`src/logic/pcac_pkg.sv`:
```
// constants, target enumeration and bank decode for the count-function access gate
// assumes one core clock domain; all users import the whole package
package pcac_pkg;

  // ------------------------------------------------------------
  // system register addressing
  // ------------------------------------------------------------
  localparam logic [4:0] PCAC_SEL_TS     = 5'h0B;
  localparam logic [4:0] PCAC_SEL_PMCH   = 5'h0E;
  localparam logic [4:0] PCAC_SEL_PMSUB  = 5'h0F;
  localparam logic [4:0] PCAC_NUM_TSL    = 5'h00;
  localparam logic [4:0] PCAC_NUM_TSH    = 5'h01;
  localparam logic [4:0] PCAC_NUM_TSC    = 5'h02;
  localparam logic [4:0] PCAC_NUM_UMC    = 5'h08;
  localparam logic [4:0] PCAC_NUM_GMC    = 5'h09;
  localparam logic [4:0] PCAC_CTRL_BASE  = 5'h00;
  localparam logic [4:0] PCAC_COUNT_BASE = 5'h10;
  localparam logic [4:0] PCAC_SUB_BASE   = 5'h00;

  // ------------------------------------------------------------
  // widths, fields and reset values
  // ------------------------------------------------------------
  localparam int          PCAC_MAX_CH      = 8;
  localparam int          PCAC_USER_EN_BIT = 0;
  localparam logic [31:0] PCAC_GM_MASK     = 32'h0000_00FF;
  localparam logic [31:0] PCAC_GM_RESET    = 32'h0000_0000;
  localparam logic [31:0] PCAC_REG_RESET   = 32'h0000_0000;
  localparam logic [31:0] PCAC_RD_ZERO     = 32'h0000_0000;

  typedef enum logic [3:0] {
    PCAC_TGT_NONE,
    PCAC_TGT_TS_LOW,
    PCAC_TGT_TS_HIGH,
    PCAC_TGT_TS_CTRL,
    PCAC_TGT_USER_EN,
    PCAC_TGT_GUEST_EN,
    PCAC_TGT_CH_CTRL,
    PCAC_TGT_CH_COUNT,
    PCAC_TGT_CH_SUB
  } pcac_target_type;

  // number falls inside a bank of count registers starting at base
  function automatic logic pcac_in_bank(input logic [4:0] num,
                                        input logic [4:0] base,
                                        input logic [4:0] count);
    return ({1'b0, num} >= {1'b0, base}) && ({1'b0, num} < ({1'b0, base} + {1'b0, count}));
  endfunction

endpackage

```
`src/logic/pcac_dec_if.sv`:
```
// decode request and verdict between the access gate top and its checker
// assumes both ends sit on the same core clock
`timescale 1ns/1ps
interface pcac_dec_if;
  import pcac_pkg::*;

  logic [4:0]      regnum;
  logic [4:0]      sysreg_selection;
  logic            write;
  logic            sup;
  logic            guest;
  logic            virtualization_enable;
  logic            user_en;
  logic [7:0]      guest_en;
  logic            hit;
  logic            undef;
  logic            allowed;
  pcac_target_type target;
  logic [2:0]      chan;

  modport checker_end (
    input  regnum, sysreg_selection, write, sup, guest, virtualization_enable, user_en, guest_en,
    output hit, undef, allowed, target, chan
  );
  modport top_end (
    output regnum, sysreg_selection, write, sup, guest, virtualization_enable, user_en, guest_en,
    input  hit, undef, allowed, target, chan
  );
endinterface

```
`src/logic/pcac_top.sv`:
```
// count-function system register bank with access-authority gate
// assumes the core presents one move instruction per valid cycle on the core clock
`timescale 1ns/1ps
module pcac_top
  import pcac_pkg::*;
#(
  parameter int NUM_CH = 8
) (
  input  wire logic        clk_i,
  input  wire logic        reset_i,
  input  wire logic        req_valid_i,
  input  wire logic        req_write_i,
  input  wire logic [4:0]  req_sysreg_number_i,
  input  wire logic [4:0]  req_sysreg_selection_i,
  input  wire logic [31:0] req_wdata_i,
  input  wire logic        auth_supervisor_i,
  input  wire logic        auth_guest_i,
  input  wire logic        virtualization_enable_i,
  output logic             rsp_valid_o,
  output logic [31:0]      rsp_rdata_o,
  output logic             rsp_privileged_instr_exception_o,
  output logic             rsp_undefined_o
);

  // ------------------------------------------------------------
  // elaboration checks
  // ------------------------------------------------------------
  if (NUM_CH < 1 || NUM_CH > PCAC_MAX_CH) begin : g_bad_num_ch
    $error("pcac_top: NUM_CH must lie between 1 and 8");
  end

  // ------------------------------------------------------------
  // storage
  // ------------------------------------------------------------
  logic [31:0] ts_low_reg;
  logic [31:0] ts_high_reg;
  logic [31:0] ts_ctrl_reg;
  logic [31:0] user_perf_access_enable_reg;
  logic [31:0] guest_perf_access_enable_reg;
  logic [31:0] ch_ctrl_reg  [NUM_CH];
  logic [31:0] ch_count_reg [NUM_CH];
  logic [31:0] ch_sub_reg   [NUM_CH];
  logic [31:0] rdata_next;
  logic        do_write;
  logic        denied;

  pcac_dec_if dec ();

  assign dec.regnum   = req_sysreg_number_i;
  assign dec.sysreg_selection    = req_sysreg_selection_i;
  assign dec.write    = req_write_i;
  assign dec.sup      = auth_supervisor_i;
  assign dec.guest    = auth_guest_i;
  assign dec.virtualization_enable      = virtualization_enable_i;
  assign dec.user_en  = user_perf_access_enable_reg[PCAC_USER_EN_BIT];
  assign dec.guest_en = guest_perf_access_enable_reg[7:0];

  pcac_auth_check #(
    .NUM_CH (NUM_CH)
  ) u_check (
    .bus (dec.checker_end)
  );

  // ------------------------------------------------------------
  // write gating
  // ------------------------------------------------------------
  // a refused store never reaches storage
  assign do_write = req_valid_i && req_write_i && dec.hit && dec.allowed;
  assign denied   = req_valid_i && dec.hit && !dec.allowed;

  always_ff @(posedge clk_i) begin
    if (reset_i) begin
      ts_low_reg  <= PCAC_REG_RESET;
      ts_high_reg <= PCAC_REG_RESET;
      ts_ctrl_reg <= PCAC_REG_RESET;
    end else if (do_write) begin
      if (dec.target == PCAC_TGT_TS_LOW) begin
        ts_low_reg <= req_wdata_i;
      end
      if (dec.target == PCAC_TGT_TS_HIGH) begin
        ts_high_reg <= req_wdata_i;
      end
      if (dec.target == PCAC_TGT_TS_CTRL) begin
        ts_ctrl_reg <= req_wdata_i;
      end
    end
  end

  always_ff @(posedge clk_i) begin
    if (reset_i) begin
      user_perf_access_enable_reg  <= PCAC_REG_RESET;
      guest_perf_access_enable_reg <= PCAC_GM_RESET;
    end else if (do_write) begin
      if (dec.target == PCAC_TGT_USER_EN) begin
        user_perf_access_enable_reg <= req_wdata_i;
      end
      if (dec.target == PCAC_TGT_GUEST_EN) begin
        // reserved bits dropped at write so they can never read back
        guest_perf_access_enable_reg <= req_wdata_i & PCAC_GM_MASK;
      end
    end
  end

  // counting itself lives elsewhere; these hold software values only
  always_ff @(posedge clk_i) begin
    if (reset_i) begin
      for (int i = 0; i < NUM_CH; i++) begin
        ch_ctrl_reg[i]  <= PCAC_REG_RESET;
        ch_count_reg[i] <= PCAC_REG_RESET;
        ch_sub_reg[i]   <= PCAC_REG_RESET;
      end
    end else if (do_write) begin
      if (dec.target == PCAC_TGT_CH_CTRL) begin
        ch_ctrl_reg[dec.chan] <= req_wdata_i;
      end
      if (dec.target == PCAC_TGT_CH_COUNT) begin
        ch_count_reg[dec.chan] <= req_wdata_i;
      end
      if (dec.target == PCAC_TGT_CH_SUB) begin
        ch_sub_reg[dec.chan] <= req_wdata_i;
      end
    end
  end

  // ------------------------------------------------------------
  // read path and response
  // ------------------------------------------------------------
  // refused and undefined loads return zero so nothing leaks
  always_comb begin
    rdata_next = PCAC_RD_ZERO;
    if (req_valid_i && !req_write_i && dec.hit && dec.allowed) begin
      unique case (dec.target)
        PCAC_TGT_TS_LOW:   rdata_next = ts_low_reg;
        PCAC_TGT_TS_HIGH:  rdata_next = ts_high_reg;
        PCAC_TGT_TS_CTRL:  rdata_next = ts_ctrl_reg;
        PCAC_TGT_USER_EN:  rdata_next = user_perf_access_enable_reg;
        PCAC_TGT_GUEST_EN: rdata_next = guest_perf_access_enable_reg;
        PCAC_TGT_CH_CTRL:  rdata_next = ch_ctrl_reg[dec.chan];
        PCAC_TGT_CH_COUNT: rdata_next = ch_count_reg[dec.chan];
        PCAC_TGT_CH_SUB:   rdata_next = ch_sub_reg[dec.chan];
        PCAC_TGT_NONE:     rdata_next = PCAC_RD_ZERO;
      endcase
    end
  end

  always_ff @(posedge clk_i) begin
    if (reset_i) begin
      rsp_valid_o                      <= 1'b0;
      rsp_rdata_o                      <= PCAC_RD_ZERO;
      rsp_privileged_instr_exception_o <= 1'b0;
      rsp_undefined_o                  <= 1'b0;
    end else begin
      rsp_valid_o                      <= req_valid_i;
      rsp_rdata_o                      <= rdata_next;
      rsp_privileged_instr_exception_o <= denied;
      rsp_undefined_o                  <= req_valid_i && dec.undef;
    end
  end
endmodule

```
`src/logic/pcac_auth_check.sv`:
```
// combinational decode of (number, selection) and authority verdict
// assumes the top drives every request field through the interface
`timescale 1ns/1ps
module pcac_auth_check
  import pcac_pkg::*;
#(
  parameter int NUM_CH = 8
) (
  pcac_dec_if.checker_end bus
);

  logic hv_auth;
  logic chan_ok;
  logic [4:0] ch_count;

  assign ch_count = 5'(NUM_CH);
  // host supervisor only; guest supervisor never reaches hypervisor level
  assign hv_auth  = bus.sup && !bus.guest;

  // guest access needs its channel bit, host user needs the user enable
  always_comb begin
    if (bus.virtualization_enable) begin
      if (bus.guest) begin
        chan_ok = bus.guest_en[bus.chan] && (bus.sup || bus.user_en);
      end else begin
        chan_ok = bus.sup || bus.user_en;
      end
    end else begin
      chan_ok = bus.sup || bus.user_en;
    end
  end

  always_comb begin
    bus.hit     = 1'b0;
    bus.undef   = 1'b0;
    bus.allowed = 1'b0;
    bus.target  = PCAC_TGT_NONE;
    bus.chan    = bus.regnum[2:0];
    // selection picks the group, number the register
    unique case (bus.sysreg_selection)
      PCAC_SEL_TS: begin
        if (bus.regnum == PCAC_NUM_TSL || bus.regnum == PCAC_NUM_TSH) begin
          bus.hit     = 1'b1;
          bus.target  = (bus.regnum == PCAC_NUM_TSL) ? PCAC_TGT_TS_LOW : PCAC_TGT_TS_HIGH;
          // reads open to every level, writes need supervisor, host supervisor when virtualization is on
          bus.allowed = !bus.write || (bus.virtualization_enable ? hv_auth : bus.sup);
        end else if (bus.regnum == PCAC_NUM_TSC) begin
          bus.hit     = 1'b1;
          bus.target  = PCAC_TGT_TS_CTRL;
          bus.allowed = bus.virtualization_enable ? hv_auth : bus.sup;
        end else if (bus.regnum == PCAC_NUM_UMC) begin
          bus.hit     = 1'b1;
          bus.target  = PCAC_TGT_USER_EN;
          bus.allowed = bus.sup;
        end else if (bus.regnum == PCAC_NUM_GMC) begin
          if (bus.virtualization_enable) begin
            bus.hit     = 1'b1;
            bus.target  = PCAC_TGT_GUEST_EN;
            bus.allowed = hv_auth;
          end else begin
            bus.undef = 1'b1;
          end
        end else begin
          bus.undef = 1'b1;
        end
      end
      PCAC_SEL_PMCH: begin
        if (pcac_in_bank(bus.regnum, PCAC_CTRL_BASE, ch_count)) begin
          bus.hit     = 1'b1;
          bus.target  = PCAC_TGT_CH_CTRL;
          bus.allowed = chan_ok;
        end else if (pcac_in_bank(bus.regnum, PCAC_COUNT_BASE, ch_count)) begin
          bus.hit     = 1'b1;
          bus.target  = PCAC_TGT_CH_COUNT;
          bus.allowed = chan_ok;
        end else begin
          bus.undef = 1'b1;
        end
      end
      PCAC_SEL_PMSUB: begin
        if (pcac_in_bank(bus.regnum, PCAC_SUB_BASE, ch_count)) begin
          bus.hit     = 1'b1;
          bus.target  = PCAC_TGT_CH_SUB;
          bus.allowed = chan_ok;
        end else begin
          bus.undef = 1'b1;
        end
      end
      default: begin
        bus.undef = 1'b1;
      end
    endcase
  end

endmodule

```
`config.mk`:
```
export PLATFORM = sky130hd
export DESIGN_NAME = pcac_top
export DESIGN_NICKNAME = d
export VERILOG_FILES = /design/src/logic/pcac_pkg.sv /design/src/logic/pcac_dec_if.sv /design/src/logic/pcac_top.sv /design/src/logic/pcac_auth_check.sv
export SDC_FILE = /design/constraint.sdc
export NUM_CORES = 2
export LEC_CHECK = 0
export CAP_MARGIN = 20
export CORE_MARGIN = 8
export CORE_UTILIZATION = 45
export DETAILED_ROUTE_END_ITERATION = 16
export DONT_BUFFER_PORTS = 1
export HOLD_SLACK_MARGIN = 0.02
export PLACE_DENSITY = 0.64
export SLEW_MARGIN = 40
export SYNTH_ARGS = -nofsm -noshare
export SYNTH_HDL_FRONTEND = slang
export SYNTH_SLANG_ARGS = --single-unit
```
`constraint.sdc`:
```
create_clock -name clk_i -period 2.7 [get_ports clk_i]
set_input_delay 0 -clock clk_i [delete_from_list [all_inputs] [get_ports clk_i]]
set_output_delay 0 -clock clk_i [all_outputs]
set_load 0.005 [all_outputs]
```
* After elaboration in Yosys (flattened, before gate mapping)
Memories as Yosys holds them, arrays and structs flattened.
Index checks and enable logic that the tools add are counted.
** Storage, ports and cells
- Output and inout port bits :: 35
- Flip-flop bits (word level) :: 171
- Memories kept :: 3
- Word-level logic and storage cells :: 127
- RAM bits :: 768
- Input port bits :: 49
** Memory list
- ch_count_reg :: words 8, bits a word 32, rd ports 1, clocked after Yosys merged registers in 0, wr ports 8, RTL line pcac_top.sv:41 : logic [31:0] ch_count_reg [NUM_CH];
- ch_ctrl_reg :: words 8, bits a word 32, rd ports 1, clocked after Yosys merged registers in 0, wr ports 8, RTL line pcac_top.sv:40 : logic [31:0] ch_ctrl_reg [NUM_CH];
- ch_sub_reg :: words 8, bits a word 32, rd ports 1, clocked after Yosys merged registers in 0, wr ports 8, RTL line pcac_top.sv:42 : logic [31:0] ch_sub_reg [NUM_CH];
** Cells by class
- Magnitude comparators :: 4
- Muxes and demuxes :: 66
- Equal/unequal tests :: 15
- Reductions and logical operators :: 29
- Bitwise gates (word level) :: 1
** Operators with widths (count)
- $pmux 32 s9 :: 1
- $mux 32 :: 3
- $reduce_or 32->1 :: 3
- $mux 1 :: 45
- $eq 5x4->1 const B :: 5
- $mux 4 :: 6
- $eq 4x3->1 const B :: 4
- $mux 3 :: 5
- $logic_and 1x1->1 :: 12
- $pmux 4 s3 :: 1
- $reduce_and 2->1 :: 5
- $pmux 1 s3 :: 3
- $eq 4x2->1 const B :: 2
- $eq 5x1->1 const B :: 1
- $eq 5x2->1 const B :: 1
- $ge 5x5->1 const B :: 1
- $logic_not 5->1 :: 1
- $lt 5x4->1 const B :: 1
- $lt 5x5->1 const B :: 1
- $eq 4x1->1 const B :: 1
- $eq 4x4->1 const B :: 1
- $logic_not 4->1 :: 1
- $lt 3x4->1 const B :: 1
- $bmux 1 s3 :: 1
- other kinds (5) :: 9

* Depth between registers and ports, before layout
- Word-level depth :: 14
- Gate-level depth with buffers :: 11
- Mapped depth without buffers :: 6

* Cells and area by module
A second synthesis with hierarchy kept.
** Second synthesis, totals
- Cell total of the unflattened synthesis :: 3544
- Area, all modules :: 42771.0 um^2
** Modules (own cells, without submodules)
- pcac_top :: cells each 3502, sequential area each 26485.4 um^2, area an instance 42403.2 um^2, instances 1
- pcac_auth_check :: cells each 42, sequential area each 0.0 um^2, area an instance 367.9 um^2, instances 1

* Worst setup path after synthesis
No wires, ideal clock.
- Kind :: register -> register
- Start :: register guest_perf_access_enable_reg[6]
- End :: memory ch_count_reg[3][0] (enable)
- Path buffers :: 0
- Cell stages (with the launch flop) :: 7
- Data arrival time :: 2.121 ns
- Setup time :: 0.388 ns
- Required time :: 2.312 ns
- Slack :: 0.191 ns
- Cells stage by stage :: dfxtp_1 -> nor2b_1 -> a211oi_1 -> o311a_1 -> a2bb2oi_1 -> nor2_1 -> a21o_1
** RTL lines
- from (decl) :: RTL line pcac_top.sv:39 : logic [31:0] guest_perf_access_enable_reg;
- from (signal assigned) :: RTL line pcac_top.sv:99 : guest_perf_access_enable_reg <= req_wdata_i & PCAC_GM_MASK;
- to (decl) :: RTL line pcac_top.sv:41

==> summary.md <==
| Metric | Value |
|---|---|
| WL per Instance | about 27 um |
| DR pass1 iterations | 5 |
| First-pass GRT wire length | roughly 180 mm |
| Data required, critical path | 3020 ps |
| Die W | 321 um |
| Post CTS Setup Buffer Count | 0 |
| H-tree depth | 3 |
| Pwr dens | 656 nW/um^2 |
| Status | complete, no violations |
| Mapped Nets | 3310 |
| Class of the worst hold path | input port to register |
| Area delta synth->final | 13.8% |
| Synth cell types | 53 |
| Area leader, netlist | edfxtp_1 |
| Post-synth top area share | 55.0% |
| Setup TNS | 0 ps |
| CTS sink cnt | 939 |
| WL final | approximately 120 mm |
| Congestion Overflow GR | 0 |
| RSZ-0062 raised after global routing | yes |
| Worst-path maximum fanout | 25 |
| Root Driver | clkbuf_16 |
| Post-Place Worst Slack | -11.4 ps |
| Worst slew margin | approximately two fifths |
| Crit path kind | register to register |
| Number of antenna violations at the first check in global routing | 4 |
| Initial Utilization | between 40% and 50% |
| Core Area | 92800 sq um |
| Post-synthesis async set-or-reset flop share | 0% |
| CTS Buf Count | 95 |
| Nets | 3317 |
| DPL Wire Length | 76.4 mm |
| Full die area | 103000 sq um |
| #FFs+latches synth | 939 |
| Final period util | 97.1% |
| Fmax | 0.382 GHz |
| Die height | 321 um |
| Clock Pin Slew Worst Setup and Hold Paths | 60 ps |
| Vias in the first global route | 26800 |
| Final setup vio count | 0 |
| Syn avg cell area | between 10 and 15 sq um |
| Setup ws final | 79.0 ps |
| GPL Wtd Cong | 0.840 |
| Residual DRC | 0 |
| Synth area leaders | edfxtp_1, mux4_2, dfxtp_1, nor2_1, mux2i_1 |
| Synth warn | 0 |
| Max Clock Skew | 28.7 ps |
| Initial DRC count | 3471 |
| Leakage power | 16.0 nW |
| Final min period | 2620 ps |
| VDD IR max | 462 uV |
| PortBufs | 0 |
| Synth Instances | 3261 |
| Mapped Area | 41900 sq um |
| Sequential area share after synthesis | 63.2% |
| Synth cell count leaders | nor2_1, edfxtp_1, nand2_1 |
| Share of cells above drive strength 1 | between 15 and 20% |
| Antenna-violating nets left | 0 |
| Max Transition Viols Final | 0 |
| Row Count | 112 |
| Vias post-DR | ~27000 |
| CTS tree | done |
| Fin util | 51.4% |
| IO Pins | 84 |
| Total track usage | 23.6% |
| Top-count cell post-synth | nor2_1 |
| Worst setup SP type | register |
| Worst skew pair latency | roughly 660 ps |
| Largest net degree at the start of global routing | 226 |
| CTS Buffer Depth | 3 |
| CP arrival | 2950 ps |
| Vias per inst | a little under 6 |
| CP endpoint kind | register |
| EDFF count, synth | 768 |
| Fill cells | 7840 |
| Final Hold Violating Endpoints | 0 |
| Tightest Pin Transition | 915 ps |
| Max Cap Viol | 0 |
| Post-synth top flop | edfxtp_1 |
| Setup slack, reg-to-reg | 80 ps |
-- worst paths after layout --
check,to,depth (start not counted),start
min reg2reg,rsp_rdata_o[29],2,ts_ctrl_reg[29]
min,user_perf_access_enable_reg[23],3,reset_i
max reg2reg,ch_sub_reg[0][26],7,guest_perf_access_enable_reg[6]
max,ch_sub_reg[0][26],7,guest_perf_access_enable_reg[6]
-- cells by family after synthesis --
kind of cell | after synthesis | share of synthesized area [%]
simple gates | 1449 | 14.7
flops | 939 | 63.2
mux | 440 | 16.3
buf+inv | 280 | 3.06
compound gates | 152 | 2.75
xor+xnor | 1 | 0.0209
-- routing by layer --
metal | vias to the layer above | GRT usage, % | wire length (um)
met2 | 1422 | 38.6 | 59000
met3 | 212 | 5.19 | 13100
met1 | 13600 | 32.2 | 48600
met4 | 0 | 6.12 | 2990
met5 | - | 0 | 0
li1 | 11700 | - | -
-- critical path, cell delays in order, from the launching register on --
cell and delay [ps]:
dfxtp_1 340, nor2b_1 150, a211oi_1 60, o311a_1 410, a2bb2oi_2 210, nor2_1 560
a21o_2 270, buf_12 270
-- where the power goes --
group          internal (mW)  leakage [nW]  switching [mW]  total [mW]
clock                   7.24          1.46            5.66        12.9
combinational          0.881          5.87            1.19        2.07
sequential              16.2          8.66           0.175        16.4
-- per-stage QoR --
stage | power, mW | std cells | hold WS (ps) | instance area (sq um)
4_1_cts | 31.4 | 4602 | 20.2 | 47700
3_3_place_gp | 18.5 | 4378 | 206 | 44200
5_1_grt | 32.1 | 4602 | 49.8 | 47700
3_5_place_dp | 18.5 | 4378 | 198 | 44200
6_report | 31.3 | 4605 | 13.8 | 47700
2_1_floorplan | 17.9 | 3261 | 144 | 41900
-- what timing repair did --
item	4_1_cts	5_1_grt
resized for setup	1	1
hold endpoints to repair	1707	0
endpoints found under the setup margin	276	98
hold buffers	47	0
-- cells in the final DEF, fill, tap and decap left out, drive strengths merged, types with 32 or more instances in the layout --
cell         synthesis  layout
dfxtp              171     171
mux4               192     192
nor2b               37      37
edfxtp             768     768
nand2              309     309
nor2               869     869
clkbuf             120     122
mux2i              216     216
buf                155     141
dlygate4sd3          0      44
a211oi              36      36
clkinv               1      42
mux2                32      32
nand2b             194     194
-- cell type report --
class | instances | area (sq um) | share of cell area [%]
sequential | 939 | 26500 | 55.5
clock buffer | 122 | 2590 | 5.42
tap | 1254 | 1570 | 3.29
inverter | 5 | 18.8 | 0.0393
antenna | 3 | 7.51 | 0.0157
clock inverter | 55 | 409 | 0.857
timing repair buffer | 185 | 2350 | 4.93
multi-input combinational | 2042 | 14300 | 30.0
Note: power is estimated with default switching activity, not from simulation.
